**src/logic/fpe_pkg.sv**
```systemverilog
package fpe_pkg;

  // ==========================================================
  // register map (byte offsets, low address byte)
  localparam logic [7:0] OFS_SEC = 8'h00;
  localparam logic [7:0] OFS_STAT = 8'h20;
  localparam int RDY_BIT = 0;
  localparam int PROT_LO = 16;
  localparam int NBLK = 6;
  localparam logic SEC_RST = 1'h1;
  localparam logic [NBLK-1:0] GRP0_MASK = 6'h0F;
  localparam logic [NBLK-1:0] GRP1_MASK = 6'h30;
  localparam logic [NBLK-1:0] SMALL_MASK = 6'h0F;
  localparam logic [NBLK-1:0] FULL_MASK = 6'h3F;

  // ==========================================================
  // command cycles: data byte and address bits 15:8
  localparam logic [7:0] CMD_AA = 8'hAA;
  localparam logic [7:0] CMD_55 = 8'h55;
  localparam logic [7:0] CMD_PBE = 8'h6A;
  localparam logic [7:0] CMD_ID = 8'h90;
  localparam logic [7:0] CMD_RST = 8'hF0;
  localparam logic [7:0] ADR_54 = 8'h54;
  localparam logic [7:0] ADR_AA = 8'hAA;
  localparam int ACMD_HI = 15;
  localparam int ACMD_LO = 8;
  localparam int IDSEL_HI = 15;
  localparam int IDSEL_LO = 14;
  localparam int GRP_BIT = 14;

  // ==========================================================
  // timing
  localparam int CLK_MHZ = 20;
  localparam int PBE_TIME_US = 100;
  localparam int FULL_TIME_US = 1000;
  localparam int CNT_W = 24;
  localparam logic [CNT_W-1:0] PBE_CYC = CNT_W'(PBE_TIME_US * CLK_MHZ);
  localparam logic [1:0] LOAD_DLY = 2'h3;

  // ==========================================================
  // types
  typedef struct packed {
    logic wr;
    logic rd;
    logic reg_sel;
    logic [31:0] addr;
    logic [31:0] wdata;
  } fpe_req_t;

  typedef enum logic [3:0] {
    S_IDLE = 4'h0,
    S_C1 = 4'h1,
    S_C2 = 4'h3,
    S_C3 = 4'h2,
    S_C4 = 4'h6,
    S_C5 = 4'h7,
    S_C6 = 4'h5,
    S_BUSY = 4'h4,
    S_FAIL = 4'hC,
    S_IDARM = 4'hB
  } fpe_state_t;

endpackage
```
**src/logic/fpe_ctrl.sv**
```systemverilog
`timescale 1ns/1ns
// Overview of operation
// - with security on, protect erase depends on whether all flags are set
// - all flags set: seventh write erases whole array, then protection bits
// - full protect erase done: status reads 0x0000001
// - otherwise clear protection of blocks 3..0 or blocks 5..4, chosen by seventh address
// - grouped erase done: selected group flags read 0
// - command writes ignored while protect erase runs
// - protect erase done returns to read mode
// - ready flag bit 0 is 0 while busy, 1 when done
// - failed operation keeps ready at 0 until hardware reset
// - identify reads return word chosen by address 15:14 of fourth write
// - identify mode stays until read/reset command, protect erase start or hardware reset
// - security register at 0x0000, status register at 0x0020
// - status bits 21-16 are block 5..0 protection; others but bit 0 zero
// - small variant: flag bits 21:20 always read 0
// - security bit resets to 1, only by cold reset
module fpe_ctrl #(
  parameter bit SMALL_VARIANT = 1'b0,
  parameter int FULL_CYC = fpe_pkg::FULL_TIME_US * fpe_pkg::CLK_MHZ,
  parameter logic [31:0] ID_WORD0 = 32'h0000_0011, // arbitrary value
  parameter logic [31:0] ID_WORD1 = 32'h0000_0022, // arbitrary value
  parameter logic [31:0] ID_WORD2 = 32'h0000_0033, // arbitrary value
  parameter logic [31:0] ID_WORD3 = 32'h0000_0044 // arbitrary value
) (
  input wire logic clk,
  input wire logic nrst,
  input wire logic cold_nrst,
  input wire fpe_pkg::fpe_req_t req,
  input wire logic op_fail,
  input wire logic [fpe_pkg::NBLK-1:0] prot_init,
  output logic [31:0] rdata_ff,
  output logic rdy_ff,
  output logic array_erase_ff,
  output logic id_mode_ff
);

  localparam int NB = fpe_pkg::NBLK;
  localparam int CW = fpe_pkg::CNT_W;
  localparam logic [CW-1:0] FULL_C = CW'(FULL_CYC);
  localparam logic [NB-1:0] AVAIL =
    SMALL_VARIANT ? fpe_pkg::SMALL_MASK : fpe_pkg::FULL_MASK;

  // ==========================================================
  // pin synchronisers
  logic fail_s1_ff, fail_s2_ff;
  logic [NB-1:0] pin_s1_ff, pin_s2_ff;
  always_ff @(posedge clk or negedge nrst) begin
    if (!nrst) begin
      fail_s1_ff <= 1'b0;
      fail_s2_ff <= 1'b0;
      pin_s1_ff <= '0;
      pin_s2_ff <= '0;
    end else begin
      fail_s1_ff <= op_fail;
      fail_s2_ff <= fail_s1_ff;
      pin_s1_ff <= prot_init;
      pin_s2_ff <= pin_s1_ff;
    end
  end

  // ==========================================================
  // decode
  fpe_pkg::fpe_state_t st_ff, nxt_st;
  logic [CW-1:0] cnt_ff, nxt_cnt;
  logic full_ff, nxt_full, ph_ff, nxt_ph;
  logic [NB-1:0] prot_ff, nxt_prot, grp_ff, nxt_grp;
  logic [1:0] ld_ff, id_sel_ff, nxt_idsel;
  logic sec_ff, nxt_id;
  logic [31:0] nxt_rdata;

  wire wr_cmd = req.wr & ~req.reg_sel;
  wire rd_flash = req.rd & ~req.reg_sel;
  wire [7:0] dat = req.wdata[7:0];
  wire [7:0] ahi = req.addr[fpe_pkg::ACMD_HI:fpe_pkg::ACMD_LO];
  wire a54 = ahi == fpe_pkg::ADR_54;
  wire is_aa54 = (dat == fpe_pkg::CMD_AA) & a54;
  wire is_55aa = (dat == fpe_pkg::CMD_55) & (ahi == fpe_pkg::ADR_AA);
  wire is_pbe = dat == fpe_pkg::CMD_PBE;
  wire loaded = ld_ff == fpe_pkg::LOAD_DLY;
  wire all_prot = (prot_ff & AVAIL) == AVAIL;
  // group chosen by the seventh write address
  wire [NB-1:0] sel_grp = req.addr[fpe_pkg::GRP_BIT] ?
    fpe_pkg::GRP1_MASK : fpe_pkg::GRP0_MASK;
  wire busy_end = (st_ff == fpe_pkg::S_BUSY) & ~fail_s2_ff & (cnt_ff == '0);
  wire sec_hit = req.reg_sel & (req.addr[7:0] == fpe_pkg::OFS_SEC);
  wire stat_hit = req.reg_sel & (req.addr[7:0] == fpe_pkg::OFS_STAT);
  // bits 21-16 flags, bit 0 ready, rest zero
  wire [31:0] stat_word = {{(32-fpe_pkg::PROT_LO-NB){1'b0}}, prot_ff & AVAIL,
    {(fpe_pkg::PROT_LO-1){1'b0}}, rdy_ff};
  wire [31:0] id_word = id_sel_ff[1] ?
    (id_sel_ff[0] ? ID_WORD3 : ID_WORD2) :
    (id_sel_ff[0] ? ID_WORD1 : ID_WORD0);

  // ==========================================================
  // command sequencer
  always_comb begin
    nxt_st = st_ff;
    nxt_cnt = cnt_ff;
    nxt_full = full_ff;
    nxt_ph = ph_ff;
    nxt_prot = loaded ? prot_ff : (pin_s2_ff & AVAIL);
    nxt_grp = grp_ff;
    nxt_id = id_mode_ff;
    nxt_idsel = id_sel_ff;
    case (st_ff)
      fpe_pkg::S_IDLE: begin
        if (wr_cmd && is_aa54) begin
          nxt_st = fpe_pkg::S_C1;
        end else if (wr_cmd && dat == fpe_pkg::CMD_RST) begin
          nxt_id = 1'b0;
        end else if (wr_cmd && id_mode_ff) begin
          // repeated select write while in identify mode
          nxt_idsel = req.addr[fpe_pkg::IDSEL_HI:fpe_pkg::IDSEL_LO];
        end
      end
      fpe_pkg::S_C1: if (wr_cmd) begin
        nxt_st = is_55aa ? fpe_pkg::S_C2 : fpe_pkg::S_IDLE;
      end
      fpe_pkg::S_C2: if (wr_cmd) begin
        nxt_st = fpe_pkg::S_IDLE;
        if (a54 && dat == fpe_pkg::CMD_ID) begin
          nxt_st = fpe_pkg::S_IDARM;
        end else if (a54 && dat == fpe_pkg::CMD_RST) begin
          nxt_id = 1'b0;
        end else if (a54 && is_pbe) begin
          nxt_st = fpe_pkg::S_C3;
        end
      end
      fpe_pkg::S_IDARM: if (wr_cmd) begin
        nxt_st = fpe_pkg::S_IDLE;
        nxt_id = 1'b1;
        nxt_idsel = req.addr[fpe_pkg::IDSEL_HI:fpe_pkg::IDSEL_LO];
      end
      fpe_pkg::S_C3: if (wr_cmd) begin
        nxt_st = is_aa54 ? fpe_pkg::S_C4 : fpe_pkg::S_IDLE;
      end
      fpe_pkg::S_C4: if (wr_cmd) begin
        nxt_st = is_55aa ? fpe_pkg::S_C5 : fpe_pkg::S_IDLE;
      end
      fpe_pkg::S_C5: if (wr_cmd) begin
        nxt_st = (a54 && is_pbe) ? fpe_pkg::S_C6 : fpe_pkg::S_IDLE;
      end
      fpe_pkg::S_C6: if (wr_cmd) begin
        nxt_st = fpe_pkg::S_IDLE;
        if (is_pbe) begin
          nxt_st = fpe_pkg::S_BUSY;
          nxt_id = 1'b0;
          // full array wipe only under security with all set
          nxt_full = sec_ff & all_prot;
          nxt_ph = 1'b0;
          nxt_grp = sel_grp;
          nxt_cnt = (sec_ff & all_prot) ? FULL_C : fpe_pkg::PBE_CYC;
        end
      end
      fpe_pkg::S_BUSY: begin
        // writes are not looked at here
        if (fail_s2_ff) begin
          nxt_st = fpe_pkg::S_FAIL;
        end else if (cnt_ff != '0) begin
          nxt_cnt = cnt_ff - CW'(1);
        end else if (full_ff && !ph_ff) begin
          nxt_ph = 1'b1; // array done, now the protection bits
          nxt_cnt = fpe_pkg::PBE_CYC;
        end else begin
          nxt_st = fpe_pkg::S_IDLE; // back to read mode
          nxt_prot = full_ff ? '0 : (prot_ff & ~grp_ff);
        end
      end
      // stuck until hardware reset
      fpe_pkg::S_FAIL: nxt_st = fpe_pkg::S_FAIL;
      default: nxt_st = fpe_pkg::S_IDLE;
    endcase
  end

  always_comb begin
    nxt_rdata = '0;
    if (req.rd && sec_hit) begin
      nxt_rdata = {31'h0000_0000, sec_ff};
    end else if (req.rd && stat_hit) begin
      nxt_rdata = stat_word;
    end else if (rd_flash && id_mode_ff) begin
      nxt_rdata = id_word;
    end
  end

  // ==========================================================
  // state registers
  always_ff @(posedge clk or negedge nrst) begin
    if (!nrst) begin
      st_ff <= fpe_pkg::S_IDLE;
      cnt_ff <= '0;
      full_ff <= 1'b0;
      ph_ff <= 1'b0;
      prot_ff <= '0;
      grp_ff <= '0;
      ld_ff <= '0;
      id_mode_ff <= 1'b0;
      id_sel_ff <= '0;
      rdy_ff <= 1'b1;
      array_erase_ff <= 1'b0;
      rdata_ff <= '0;
    end else begin
      st_ff <= nxt_st;
      cnt_ff <= nxt_cnt;
      full_ff <= nxt_full;
      ph_ff <= nxt_ph;
      prot_ff <= nxt_prot;
      grp_ff <= nxt_grp;
      ld_ff <= loaded ? ld_ff : ld_ff + 2'h1;
      id_mode_ff <= nxt_id;
      id_sel_ff <= nxt_idsel;
      rdy_ff <= (nxt_st != fpe_pkg::S_BUSY) &&
        (nxt_st != fpe_pkg::S_FAIL);
      array_erase_ff <= (nxt_st == fpe_pkg::S_BUSY) & nxt_full & ~nxt_ph;
      rdata_ff <= nxt_rdata;
    end
  end

  // security bit sees only the cold reset
  always_ff @(posedge clk or negedge cold_nrst) begin
    if (!cold_nrst) begin
      sec_ff <= fpe_pkg::SEC_RST;
    end else if (req.wr && sec_hit) begin
      sec_ff <= req.wdata[0];
    end
  end
endmodule // fpe_ctrl

```
**config.mk**
```make
export PLATFORM = sky130hd
export DESIGN_NAME = fpe_ctrl
export DESIGN_NICKNAME = d
export VERILOG_FILES = /design/src/logic/fpe_pkg.sv /design/src/logic/fpe_ctrl.sv
export SDC_FILE = /design/constraint.sdc
export NUM_CORES = 1
export LEC_CHECK = 0
export ABC_AREA = 1
export BUFFER_PORTS_ARGS = -buffer_cell sky130_fd_sc_hd__buf_2
export CAP_MARGIN = 5
export CORE_MARGIN = 2
export CORE_UTILIZATION = 48
export DETAILED_ROUTE_END_ITERATION = 10
export HOLD_SLACK_MARGIN = 0.1
export PLACE_DENSITY_LB_ADDON = 0.25
export SLEW_MARGIN = 40
export SYNTH_ARGS = -nofsm -noshare
export SYNTH_HDL_FRONTEND = slang
export SYNTH_SLANG_ARGS = --single-unit
```
**constraint.sdc**
```tcl
create_clock -name clk -period 1.45 [get_ports clk]
set_input_delay 0.0725 -clock clk [delete_from_list [all_inputs] [get_ports clk]]
set_output_delay 0.0725 -clock clk [all_outputs]
set_load 0.1 [all_outputs]
```
Yosys cells after proc, flatten, opt, wreduce, memory -nomap -nowiden
Index checks and enable logic that the tools add are counted.
Word-level totals
  flip-flop bits (word level): 96
  input port bits: 77
  output and inout bits: 35
  word-level logic and storage cells: 152
Cells by class
  add/sub/neg operators: 2
  equal/unequal tests: 34
  mux-type cells: 63
  bitwise logic cells: 13
  reductions and logical operators: 23
Operators with widths (count)
  24-bit two-way mux: 5
  4-bit two-way mux: 12
  6-bit two-way mux: 8
  24-bit one-hot mux with 2 select lines: 1
  22-bit two-way mux: 2
  4-bit one-hot mux with 10 select lines: 1
  8-bit equality test (second input constant): 4
  8-bit by 7-bit equality test with 1-bit output (second input constant): 3
  24-bit nonzero test: 1
  24-bit by 1-bit subtractor with 24-bit output (second input constant): 1
  2-bit != test (second input constant): 11
  7-bit two-way mux: 3
  4-bit by 3-bit equality test with 1-bit output (second input constant): 5
  1-bit two-way mux: 16
  15-bit two-way mux: 1
  2-bit two-way mux: 7
  1-bit logical AND: 12
  3-bit two-way mux: 4
  5-bit AND reduction: 2
  1-bit AND: 9
  9-bit AND reduction: 1
  4-bit by 2-bit equality test with 1-bit output (second input constant): 2
  4-bit equality test (second input constant): 2
  8-bit by 6-bit equality test with 1-bit output (second input constant): 1
  19 further kinds: 21

Depth between registers and ports, before layout
Gate-level depths: netlist of run 1.
  depth in word-level cells: 10
  mapped depth: 11
  depth with buffers taken out: 11

Worst setup path after synthesis of run 1
OpenSTA, ideal clock, no wires.
  path type: reg-to-reg
  start point: reg id_mode_ff
  end point: reg id_sel_ff[0]
  library setup time: 117 ps
  data arrival time: 1620 ps
  data required time: 1333 ps
  path slack: -287 ps
  stages on the path, launching flop included: 8
  buffers on the path: 0
  clock period less this slack: 1737 ps
  path through: dfrtp_1 > inv_1 > nor2_1 > o21ai_0 > a31oi_1 > nand2_1 > nand2_1 > nand2_1
Between the ends
  cells in the longest elaborated chain, start to end: 3
Ends and longest elaborated chain
  start: declaration: line fpe_ctrl.sv:35  | output logic id_mode_ff
  start signal: assignment: line fpe_ctrl.sv:211  | id_mode_ff <= nxt_id;
  1-bit logical AND: line fpe_ctrl.sv:112  | end else if (wr_cmd && id_mode_ff) begin
  2-bit != test (no line)
  5-bit AND reduction (no line)
  end signal: assignment: line fpe_ctrl.sv:212  | id_sel_ff <= nxt_idsel;
  end: declaration: line fpe_ctrl.sv:68  | logic [1:0] ld_ff, id_sel_ff, nxt_idsel;
No other way between the ends.
A chain may end at the register's enable or synchronous reset.

Worst setup path after layout of run 1
  start point: reg cnt_ff[4]
  end point: reg cnt_ff[12]
Between the ends
  cells in the longest elaborated chain, start to end: 4
  elaborated cells on any way between the ends: 7
  classes of those cells: add/sub (1); eq/ne (1); mux (3); reduce/logical (2)
Ends and longest elaborated chain
  start: declaration: line fpe_ctrl.sv:65  | logic [CW-1:0] cnt_ff, nxt_cnt;
  start signal: assignment: line fpe_ctrl.sv:205  | cnt_ff <= nxt_cnt;
  24-bit by 1-bit subtractor with 24-bit output or 24-bit nonzero test (tied branches): line fpe_ctrl.sv:161, fpe_ctrl.sv:160
  24-bit two-way mux: line fpe_ctrl.sv:160  | end else if (cnt_ff != '0) begin
  24-bit two-way mux: line fpe_ctrl.sv:158  | if (fail_s2_ff) begin
  24-bit one-hot mux with 2 select lines: line fpe_ctrl.sv:106  | case (st_ff)
Several ways; a longest one is shown, not always the timed one. The select of a mux whose other input is x is not followed.

==> summary by stage, run 1 <==
Floorplan
Pin placement for this block handled roughly 110 I/O pins. The core box area is between 8000 and 9000 um^2. The initial utilization of the core area, before any placement, comes to around half. Measured along the y axis, the die boundary spans about 100 um.

The floorplan die width is approximately 98 um. The die area is roughly 9700 um^2. The initialized floorplan defines 34 standard-cell rows.

Placed design
Once placement completed, the tool counted placed cells totaling approximately 840. The post-detailed-placement half-perimeter wirelength is between 8000 and 9000 um. The number of port buffers is 51. At the end of routability-driven placement, the weighted congestion stood at 0.968.

The placed instances occupy a cell area of around 5300 um^2. Timing analysis after detailed placement gives a worst setup slack of -336 ps.

Route
The detail route stage leaves a number of antenna-violating nets equal to 0. The number of remaining DRC errors is 0. The routed layout has a little under 5000 vias.

In the routed layout, each cell is associated on average with a via count of around 5.4. The first detailed-routing pass ran for 5 iterations. The routed wire length is between 10000 and 15000 um. The first routing iteration left between 300 and 400 violations. After detailed routing, the average wire length per cell comes to ~16 um.

Critical path
The worst flop-to-flop path endpoint is cnt_ff[12]$_DFFE_PN0P_. The cell count of the worst reg-to-reg path is 9. The slack of the worst reg-to-reg path is -290 ps. The element type at the critical path end is a flop.

Along the worst path, the maximum fanout reaches 12. The most critical setup path has its startpoint at cnt_ff[4]$_DFFE_PN0P_. In this run the critical register-to-register path is launched from cnt_ff[4]$_DFFE_PN0P_.

STA puts the critical path data required time at 1750 ps. The critical path in this run is classified as reg -> reg. The data arrival time at the worst-slack endpoint is 2050 ps. The type of origin of the critical path is a flop.

In this run the worst setup path terminates at cnt_ff[12]$_DFFE_PN0P_.

Worst hold path
The min-delay analysis places its worst path in the category in -> reg.

Layout
The total number of nets in the final design is about 870. The fraction of layout cells with a size suffix above 1 is a little over 40%. The final antenna diode count is 0.

The area added between synthesis and finish is 49.4%. The top cell types in the final layout, fill and taps aside, are sky130_fd_sc_hd__nand2_1 (150), sky130_fd_sc_hd__buf_4 (92), sky130_fd_sc_hd__dfrtp_1 (64), sky130_fd_sc_hd__nor2_1 (62). Once layout is complete, the cells apart from fillers number ~900.

The final instance area is roughly 6400 um^2. The filler cells instantiated in the layout total around 590. The library cell used most frequently in the layout, excluding fill and tap cells, is sky130_fd_sc_hd__nand2_1. Summing all multi-input logic gate instances after layout gives 2640 um^2. The sequential cell area is around 1800 um^2.

Job
Max-cap violations in this run came to 0.

Clock tree
The H-tree was split into 3 levels. The number of buffers inserted during clock tree synthesis is 9. The number of sinks on the clock net is 70. The CTS tree is built.

The later pin in the worst-skew pair is clocked with a latency of 360 ps. The clock passes through at most 2 buffers. The clock transition at the registers of the reported paths is roughly 80 ps.

CTS placed an instance of sky130_fd_sc_hd__clkbuf_8 at the clock tree root.

Run status
The run finished, with violations left. The checks that failed: setup timing.

Timing
The number of hold-slack violations in the final timing report came to 0. The final period utilization is 120%. The clock skew is between 10 and 15 ps. On the final layout, the worst hold slack is around 150 ps. Setup repair after global routing could not meet its margin everywhere. Based on the critical path, the design can be clocked at up to between 500 and 600 MHz. Setup violations remaining at the end of the flow were counted as 39.

The worst-margin pin slew is between 500 and 600 ps. The minimum clock period is ~1700 ps. Across all setup checks in the final design, the least slack found is -294 ps.

The final max-slew violation count is 0. The normalized max-slew margin is 65.2%.

Yosys
The sequential fraction of the synthesis area is between 40% and 50%. After synthesis the cells add up to 4270 um^2. Yosys mapped the design onto 36 distinct sky130hd cell types. The average size of a mapped cell is between 7 and 8 um^2.

The count of warnings emitted by yosys is 0. Synthesis inferred 70 register bits. Synthesis handed over a netlist of 602 instances.

Global routing
The first global-routing pass estimated ~22000 um of wire. The number of global-route vias before repair is about 4700. The overall global routing resource usage is between 20% and 30%.

The total grt overflow is 0. Entering global routing, the biggest net connects 31 pins. The number of antenna violations at the first check in global routing is 0.

Pwr
The leakage power is around 3.4 nW. The maximum vdd drop is 0.529 mV. The power per cell area is 627 nW/um^2.
flip-flops by register name (all words and copies together), names as in the netlist, 2 cells and up:
name and flops:
cnt_ff 24, rdata_ff 10, pin_s1_ff 6, pin_s2_ff 6
prot_ff 6, st_ff 4, grp_ff 2, id_sel_ff 2
ld_ff 2
through the flow:
| step | setup TNS (ps) | util (%) | power (W) |
|---|---|---|---|
| after floorplan | -709 | - | 0.00235 |
| after global routing | -13610 | 73.4 | 0.00412 |
| after global placement | -5850 | 60.9 | 0.00245 |
| after detailed placement | -8510 | 60.9 | 0.00245 |
| final | -8730 | 73.4 | 0.00400 |
| after CTS | -3670 | 69.9 | 0.00400 |
critical path: stages, from the launching register on:
cell	delay, ps
sky130_fd_sc_hd__dfrtp_1	450
sky130_fd_sc_hd__nor2_2	190
sky130_fd_sc_hd__nand2_2	140
sky130_fd_sc_hd__nor2_4	180
sky130_fd_sc_hd__nand4_4	150
sky130_fd_sc_hd__nand2_4	150
sky130_fd_sc_hd__nand2_8	100
sky130_fd_sc_hd__nand2_4	180
sky130_fd_sc_hd__nand2_1	80
sky130_fd_sc_hd__nand2_1	70
what timing repair did:
item | CTS | global route
hold endpoints to repair | 86 | 0
endpoints found under the setup margin | 37 | 44
resized for setup | 85 | 81
pin swaps | 37 | 38
cloned | 3 | 0
hold buffers | 18 | 0
setup buffers | 13 | 10
how the worst min path moves through the flow:
| stage | depth (start not counted) | to | start | slack (ps) |
|---|---|---|---|---|
| floorplan | 0 | array_erase_ff$_DFF_PN0_ | nrst | -220 |
| global placement | 1 | sec_ff$_DFFE_PN1P_ | cold_nrst | 10 |
| detailed placement | 1 | sec_ff$_DFFE_PN1P_ | cold_nrst | 10 |
| CTS | 4 | sec_ff$_DFFE_PN1P_ | req[0] | 120 |
| global route | 4 | sec_ff$_DFFE_PN1P_ | req[0] | 170 |
| finish | 4 | rdata_ff[0]$_DFF_PN0_ | req[36] | 150 |
area by class of cell:
type,instances,area share [%]
Timing Repair Buffer,183,22.0
Inverter,64,3.89
Multi-Input combinational cell,456,41.4
Clock buffer,9,1.94
Clock inverter,7,0.982
Sequential cell,70,27.6
Tap cell,108,2.12
routing by layer:
metal	vias up	part of all wire, %	track usage [%]
li1	2246	-	-
met1	2242	37	33.5
met2	261	50	48.3
met3	75	7.9	6.16
met4	0	5.0	12.3
met5	-	0	0
synthesized netlist by cell type:
library cell	n	area share [%]
sky130_fd_sc_hd__o32ai_1	1	0.21
sky130_fd_sc_hd__nand3b_1	2	0.35
sky130_fd_sc_hd__nand2_4	2	0.53
sky130_fd_sc_hd__a21oi_1	8	0.94
sky130_fd_sc_hd__dfrtp_1	68	40
sky130_fd_sc_hd__conb_1	1	0.088
sky130_fd_sc_hd__buf_2	4	0.47
sky130_fd_sc_hd__inv_2	5	0.44
sky130_fd_sc_hd__or2_2	3	0.44
sky130_fd_sc_hd__ha_1	4	1.2
sky130_fd_sc_hd__a21oi_4	1	0.38
sky130_fd_sc_hd__o221ai_1	1	0.21
sky130_fd_sc_hd__nor2_1	97	8.5
sky130_fd_sc_hd__nor3_1	9	1.1
sky130_fd_sc_hd__nand2_2	2	0.29
sky130_fd_sc_hd__mux2_2	6	1.6
sky130_fd_sc_hd__a31oi_1	2	0.29
sky130_fd_sc_hd__xnor2_1	2	0.41
sky130_fd_sc_hd__nand3_1	58	6.8
sky130_fd_sc_hd__nand4_1	20	2.9
sky130_fd_sc_hd__o211ai_1	1	0.18
sky130_fd_sc_hd__nand4_2	1	0.29
sky130_fd_sc_hd__o21ai_0	16	1.9
sky130_fd_sc_hd__nor2_4	5	1.3
sky130_fd_sc_hd__xor2_1	3	0.62
sky130_fd_sc_hd__nand2b_1	1	0.15
sky130_fd_sc_hd__o21bai_1	1	0.18
sky130_fd_sc_hd__nor4_1	2	0.29
sky130_fd_sc_hd__inv_1	59	5.2
sky130_fd_sc_hd__a21boi_0	1	0.18
sky130_fd_sc_hd__dfstp_2	2	1.2
sky130_fd_sc_hd__clkbuf_1	2	0.18
sky130_fd_sc_hd__buf_6	3	0.79
sky130_fd_sc_hd__nand2_1	184	16
sky130_fd_sc_hd__nor2_2	2	0.29
sky130_fd_sc_hd__buf_4	23	4.0
cells by family (layout without fill, tap and decap cells):
group / count (synthesis) / in the layout / share of synthesized area [%]
AOI/OAI and AO/OA: 32 / 32 / 4.43
xor gates and xnor gates: 5 / 5 / 1.03
adders and majority gates: 4 / 4 / 1.17
buffers and inverters: 96 / 263 / 11.1
DFF: 70 / 70 / 41.1
muxes: 6 / 6 / 1.58
other: 1 / 20 / 0.0879
and+or+nand+nor: 388 / 389 / 39.5
report_power, final:
part           switching (W)  leakage (nW)  internal (W)
clock               0.000883        0.0927      0.000656
sequential         0.0000127         0.892       0.00198
combinational       0.000356          2.41      0.000109
(Power assumes the default switching activity.)
==> inputs of run 2 (changes only) <==
--- a/config.mk
+++ b/config.mk
@@ -9,7 +9,7 @@
 export BUFFER_PORTS_ARGS = -buffer_cell sky130_fd_sc_hd__buf_2
 export CAP_MARGIN = 5
 export CORE_MARGIN = 2
-export CORE_UTILIZATION = 48
+export CORE_UTILIZATION = 53
 export DETAILED_ROUTE_END_ITERATION = 10
 export HOLD_SLACK_MARGIN = 0.1
 export PLACE_DENSITY_LB_ADDON = 0.25
==> constraint.sdc (replaced) <==
create_clock -name clk -period 1.8 [get_ports clk]
set_input_delay 0.09 -clock clk [delete_from_list [all_inputs] [get_ports clk]]
set_output_delay 0.09 -clock clk [all_outputs]
set_load 0.1 [all_outputs]
==> summary by stage, run 2 (synthesis results as in run 1) <==
Route
The routed wire length per instance is 13.2 um. Detailed routing inserted a total of 4362 vias. Wires add up to around 11000 um. The mean number of vias per cell is about 5.2.

The first routing iteration left about 300 violations. The number of iterations in the first detailed-routing pass is 6. Once detail routing completed, the nets flagged for antenna violations numbered 0. The number of remaining DRC errors is 0.

Floorplan
The die covers between 8000 and 9000 um^2. The initial standard-cell utilization of the core is between 50 and 60%. In this run the standard cell core region covers around 7800 um^2.

Measured along the y axis, the die boundary spans approximately 94 um. In this run the core area contains 32 standard-cell rows. The die is between 90 and 100 um wide. During I/O placement, the number of pins put on the boundary was ~110.

Layout
The register with the most flip-flops in the layout has 24 of them. The post-layout utilization of the core is between 60% and 70%. In the final layout, the multi-input gates occupy between 2000 and 2500 um^2. The library cell used most frequently in the layout, excluding fill and tap cells, is sky130_fd_sc_hd__nand2_1.

In the final layout, flip-flops and latches occupy 1760 um^2. The largest registers in the layout are cnt_ff: 24 flops, rdata_ff: 10 flops. Cells with a size suffix above 1 make up 23.7% of the layout. The layout has 639 filler cells.

The register with the most flip-flops is cnt_ff. The library cells used most frequently in the layout, excluding fill and tap cells, are sky130_fd_sc_hd__nand2_1 (182), sky130_fd_sc_hd__nor2_1 (87), sky130_fd_sc_hd__dfrtp_1 (67), sky130_fd_sc_hd__inv_1 (58). Compared with the post-synthesis result, the final layout area differs by 26.2%.

The total number of nets in the final design is slightly above 800. The final antenna diode count is 0.

Critical path
The element type at the critical path end is a flop. The signal on the critical path passes through dlygate4sd3_1 > buf_2 > nor2_1 > dlygate4sd3_1 > a21oi_1 > dlygate4sd3_1. For this run, the slowest stage of the critical path takes 560 ps. The type of origin of the critical path is an input pin. The type of the setup path with the least slack is in -> reg. The data arrival time at the worst-slack endpoint is roughly 2000 ps. STA puts the critical path data required time at 2100 ps.

The slowest cell on the critical path is sky130_fd_sc_hd__dlygate4sd3_1. The cell repeated most along the worst path is sky130_fd_sc_hd__dlygate4sd3_1. In this run the worst path has a maximum fanout of 3.

Timing
The final hold slack is about 150 ps. In this run the tightest slew margin relative to its limit is 60.1%. The worst setup slack after layout is between 50 and 60 ps. The final period utilization is between 90% and 100%.

The worst-margin pin slew is approximately 600 ps. The fmax is roughly 570 MHz. The routed design could run at a clock period as short as between 1500 and 2000 ps. The clock skew is between 10 and 15 ps.

The final setup violation count is 0. Setup repair after global routing could not meet its margin everywhere. The number of hold-slack violations in the final timing report is 0. The final max-slew violation count is 0.

Placed design
The number of port buffers is 51. The placer's final routability congestion estimate is approximately 0.9. The post-detailed-placement half-perimeter wirelength is between 8000 and 9000 um. The pre-CTS setup slack is between 40 and 50 ps.

Pwr
The maximum vdd drop is between 0.5 and 0.6 mV. For this design the static power due to leakage is 2.97 nW. Power spread over the standard cell area amounts to about 600 nW/um^2.

Global routing
The met1 capacity usage during global routing is ~33%. The met2 layer usage reported by global route is 43.2%. The overall global routing resource usage is between 20% and 30%. For met3 alone, demand over resource in global routing was roughly 5.9%. The number of antenna violations at the first check in global routing is 0.

Global routing finished with a remaining overflow of 0. The number of global-route vias before repair is between 4000 and 5000. The largest net degree at the start of global routing is 31.

The global-route wire length before repair is about 18000 um. The global-route layer with the greatest usage is met2.

Clock tree
TritonCTS built the clock tree. Counting the buffers created by CTS gives 9. In this run the post-CTS setup repair buffer count came out at 0. The insertion delay to the later sink of the worst-skew pair is approximately 360 ps.

The longest clock path from root to sink contains 2 buffers. The number of sinks on the clock net is 70. The root buffer selected by CTS is sky130_fd_sc_hd__clkbuf_8. The level count of the clock H-tree is 3.

The clock transition at the registers of the reported paths is around 80 ps.

Worst hold path
The class of the tightest hold or removal check is in -> reg.

Run status
The run finished with clean final reports.

Job
The tool flagged a number of max-cap violations equal to 0.
run 2: changes by cell type in the layout (fill, tap and decap cells not counted), moves of 8 or more:
cell,previous run,this run
sky130_fd_sc_hd__nand3_2,16,1
sky130_fd_sc_hd__buf_6,20,0
sky130_fd_sc_hd__nor2_4,23,6
sky130_fd_sc_hd__o21ai_0,4,16
sky130_fd_sc_hd__o21ai_1,9,0
sky130_fd_sc_hd__nand2_4,9,1
sky130_fd_sc_hd__nand3_1,41,57
sky130_fd_sc_hd__nor2_2,19,11
sky130_fd_sc_hd__nand2_1,150,182
sky130_fd_sc_hd__buf_4,92,57
sky130_fd_sc_hd__nor2_1,62,87
sky130_fd_sc_hd__nand2_2,28,4
run 2: area by class of cell:
type / instances / area share, %
repair buffers: 126 / 16.4
clock inverters: 7 / 1.19
multi-input cells: 455 / 40.7
clock buffers: 9 / 2.30
inverters: 64 / 4.46
well taps: 102 / 2.37
flip-flops and latches: 70 / 32.6
run 2: what timing repair did:
item | 4_1_cts | 5_1_grt
hold endpoints to repair | 36 | 0
setup endpoints to repair | 0 | 33
gates resized for setup | 0 | 23
hold buffers | 16 | 0
run 2: power breakdown:
group | total (W) | switching, W | internal, W
clock | 0.00124 | 0.000703 | 0.000533
sequential | 0.00161 | 0.0000108 | 0.00159
combinational | 0.000360 | 0.000280 | 0.0000793
total | 0.00320 | 0.000994 | 0.00221
run 2: layer usage:
metal  routed length (um)  part of all wire [%]
met3                  698                   6.4
met5                    0                     0
met1                 4670                    43
met4                  203                   1.8
met2                 5400                    49
run 2: final timing paths:
check	depth (start not counted)	startpoint	endpoint	slack, ps
hold / removal	4	req[37]	rdata_ff[0]$_DFF_PN0_	150
hold reg to reg	0	pin_s1_ff[4]$_DFF_PN0_	pin_s2_ff[4]$_DFF_PN0_	350
max in group asynchronous	3	nrst	rdata_ff[4]$_DFF_PN0_	970
setup / recovery	6	req[0]	sec_ff$_DFFE_PN1P_	60
min in group asynchronous	2	cold_nrst	sec_ff$_DFFE_PN1P_	210
setup reg to reg	9	cnt_ff[0]$_DFFE_PN0P_	prot_ff[1]$_DFF_PN0_	60
run 2: critical path, delay by kind of cell:
| kind | cells | cell delay [ps] |
|---|---|---|
| buffers and inverters | 4 | 1780 |
| AND/OR/NAND/NOR | 1 | 50 |
| AO/OA/AOI/OAI | 1 | 120 |
run 2: metrics by stage:
| stage | setup TNS, ps | power, W | cells | cell area (um^2) |
|---|---|---|---|---|
| after global placement | 0 | 0.00196 | 801 | 4950 |
| after detailed placement | 0 | 0.00197 | 801 | 4950 |
| after CTS | 0 | 0.00322 | 833 | 5300 |
| after floorplan | 0 | 0.00190 | 621 | 4340 |
| final | 0 | 0.00320 | 833 | 5380 |
| after global routing | -2.98 | 0.00330 | 833 | 5380 |
==> inputs of run 3 (changes only) <==
--- a/config.mk
+++ b/config.mk
@@ -10,9 +10,11 @@
 export CAP_MARGIN = 5
 export CORE_MARGIN = 2
 export CORE_UTILIZATION = 53
+export CTS_BUF_LIST = sky130_fd_sc_hd__clkbuf_16
 export DETAILED_ROUTE_END_ITERATION = 10
 export HOLD_SLACK_MARGIN = 0.1
 export PLACE_DENSITY_LB_ADDON = 0.25
+export REMOVE_ABC_BUFFERS = 1
 export SLEW_MARGIN = 40
 export SYNTH_ARGS = -nofsm -noshare
 export SYNTH_HDL_FRONTEND = slang
==> summary by stage, run 3 (synthesis results as in run 1) <==
Floorplan
The die span in y is 93.7 um. Row generation in the floorplan step produced 32 rows. After floorplanning, the core was sized to cover 7770 um^2. The floorplan step defined a die boundary enclosing about 9000 um^2.

Once the floorplan was initialized, standard cells occupied 54.9% of the core. The floorplan die width is 93.7 um. The number of top-level design ports is 112.

Layout
The combined area of the multi-input logic cells is between 2000 and 2500 um^2. 0 antenna diodes ended up in the layout. In the final layout, flip-flops and latches occupy between 1500 and 2000 um^2. The most common library cell in the layout ignoring fill and taps is sky130_fd_sc_hd__nand2_1. Cells with a size suffix above 1 make up between 20 and 25% of the layout.

The flip-flop count of the largest register, all copies and words added is 24. In the final design database the tool counted 801 nets. In the layout the commonest cells are sky130_fd_sc_hd__nand2_1 (182), sky130_fd_sc_hd__nor2_1 (90), sky130_fd_sc_hd__dfrtp_1 (68), sky130_fd_sc_hd__inv_1 (59), sky130_fd_sc_hd__nand3_1 (58). In the final layout, the registers with the most flip-flops are cnt_ff: 24 flops, rdata_ff: 10 flops. The finished cells cover about 5400 um^2. Fill cells in the final layout number 652. The area added between synthesis and finish is 26.6%. More flip-flops sit in one register than any other, and that register is cnt_ff.

The finished layout holds 827 standard cells, fillers aside.

Pwr
The power per cell area is slightly below 700 nW/um^2. Net switching is between 20 and 30% of the power. Internal power comes to about 0.0026 W. The maximum vdd drop is between 0.4 and 0.5 mV.

In this run the power spent charging and discharging nets is 0.00104 W. The share of total power dissipated in combinational logic is under 10%. Summed over all cells, the static leakage comes to just under 3 nW. The share of total power dissipated in the clock network is between 40% and 50%. The overall power after layout is 0.00367 W. The sequential cell fraction of total power is a little over two fifths.

Route
The routed wire length per instance is 13.2 um. Wires add up to about 11000 um. In this run, the number of DRC markers left after iteration 0 of detailed routing was about 190. The number of remaining DRC errors is 0. The number of nets still failing antenna checks after routing is 0. The mean number of vias per cell is 5.11.

The number of iterations in the first detailed-routing pass is 4. Detailed routing inserted a total of 4226 vias.

Placed design
Detailed placement finished with a half-perimeter wire length of roughly 8000 um. In this run the cell area measured after placement is slightly below 5000 um^2. Input and output buffers added on the ports amount to 51. The total placed cells including tap cells is between 700 and 800. The congestion estimate from routability-driven global placement came to around 0.93.

Clock tree
The root buffer selected by CTS is sky130_fd_sc_hd__clkbuf_16. The level count of the clock H-tree is 3. TritonCTS built the clock tree.

Counting the buffers created by CTS gives 9. CTS saw 70 sinks. Counting along the longest clock path gives a buffer depth of 2. The insertion delay to the later sink of the worst-skew pair is 330 ps. The clock transition at the registers of the reported paths is approximately 60 ps.

Global routing
The number of antenna violations at the first check in global routing is 0. The largest net degree at the start of global routing is between 40 and 50. The number of global-route vias before repair is 3946. The global-route wire length before repair is 17700 um.

The overall global routing resource usage is 25.6%. Global routing finished with a remaining overflow of 0.

Timing
Setup violations remaining at the end of the flow were counted as 0. The clock skew is around 4.9 ps. The fmax is approximately 580 MHz. The worst-margin pin slew is between 500 and 600 ps. After layout, the minimum clock period comes to roughly 1700 ps. The final max-slew violation count was 0. Setup repair after global routing could not meet its margin everywhere. The final period utilization is 95.1%. The number of hold-slack violations in the final timing report is 0. Headroom to the max-slew limit came out at 61.3%. The setup TNS after final layout is 0 ps.

Run status
The run finished with clean final reports.

Critical path
For this design, the slowest cell found on the critical path is sky130_fd_sc_hd__dfrtp_1. The signal on the critical path passes through nor2_2 > nand2_1 > nor2_1 > nand3_1 > buf_4 > nor2_2 > nand2_1 > o21ai_0 > nor2_1. The worst setup path is captured at a flop.

The maximum net fanout on the critical path is 4. The type of origin of the critical path is a flop. The worst setup path is of the reg -> reg kind. At the worst endpoint, the required time is 2010 ps. At the worst endpoint, the arrival time is between 1500 and 2000 ps. The delay of the slowest cell on the worst path is 410 ps.

Job
Max-cap violations in this run came to 0.

Worst hold path
The tightest min-delay check is of the in -> reg type.
[run 3: cell types whose count changed in the layout (fill, tap and decap cells not counted), moves of 3 or more]
cell                        change
sky130_fd_sc_hd__buf_4          -6
sky130_fd_sc_hd__nor2_1         +3
sky130_fd_sc_hd__clkbuf_16      +9
sky130_fd_sc_hd__clkbuf_8       -9
[run 3: metrics by stage]
step	hold WS, ps	util (%)	setup WS (ps)
final	165	69.6	88.2
after global routing	196	69.6	-36.4
after CTS	133	69.0	49.6
after detailed placement	25.7	63.1	1.89
after global placement	24.6	63.1	61.0
after floorplan	-206	-	60.2
[run 3: power groups by stage]
stage / Sequential [W] / Clock (W) / Combinational, W
5_1_grt: 0.00161 / 0.00180 / 0.000378
3_3_place_gp: 0.00164 / 0 / 0.000320
6_report: 0.00161 / 0.00171 / 0.000355
2_1_floorplan: 0.00163 / 0 / 0.000228
3_5_place_dp: 0.00164 / 0 / 0.000326
4_1_cts: 0.00161 / 0.00174 / 0.000352
[run 3: path summary, 6_finish.rpt]
check / from / to / cells after the start / slack, ps
min in group asynchronous: cold_nrst / sec_ff$_DFFE_PN1P_ / 2 / 250
worst min-delay path: req[36] / rdata_ff[0]$_DFF_PN0_ / 4 / 160
worst max-delay path: cnt_ff[2]$_DFFE_PN0P_ / array_erase_ff$_DFF_PN0_ / 9 / 90
worst min register to register: pin_s1_ff[4]$_DFF_PN0_ / pin_s2_ff[4]$_DFF_PN0_ / 0 / 350
worst max register to register: cnt_ff[2]$_DFFE_PN0P_ / array_erase_ff$_DFF_PN0_ / 9 / 90
max in group asynchronous: nrst / rdy_ff$_DFF_PN1_ / 3 / 800
[run 3: final cells by class]
class	instances	share of cell area, %
repair buffers	120	15.5
multi-input cells	455	39.9
clock inverters	7	1.16
flip-flops and latches	70	32.5
well taps	102	2.36
clock buffers	9	4.17
inverters	64	4.45
[run 3: what timing repair did]
action	in CTS	in global routing
cloned	0	0
endpoints found under the hold margin	39	0
buffers inserted	0	1
pin swaps	0	2
setup endpoints to repair	1	35
gates resized for setup	1	13
hold buffers	16	0
[run 3: worst max-delay path: cells and delay by family (launching register included)]
family	cells	cell delay [ps]
flip-flops	1	410
AND/OR/NAND/NOR	7	870
AO/OA/AOI/OAI	1	110
buffers and inverters	1	190
[run 3: metal layers]
layer / vias up / global-route usage [%] / wire (um)
met3: 17 / 4.90 / 523
met1: 1974 / 31.8 / 4600
met5: - / 0 / 0
met4: 0 / 8.94 / 195
met2: 114 / 44.5 / 5570
li1: 2121 / - / -
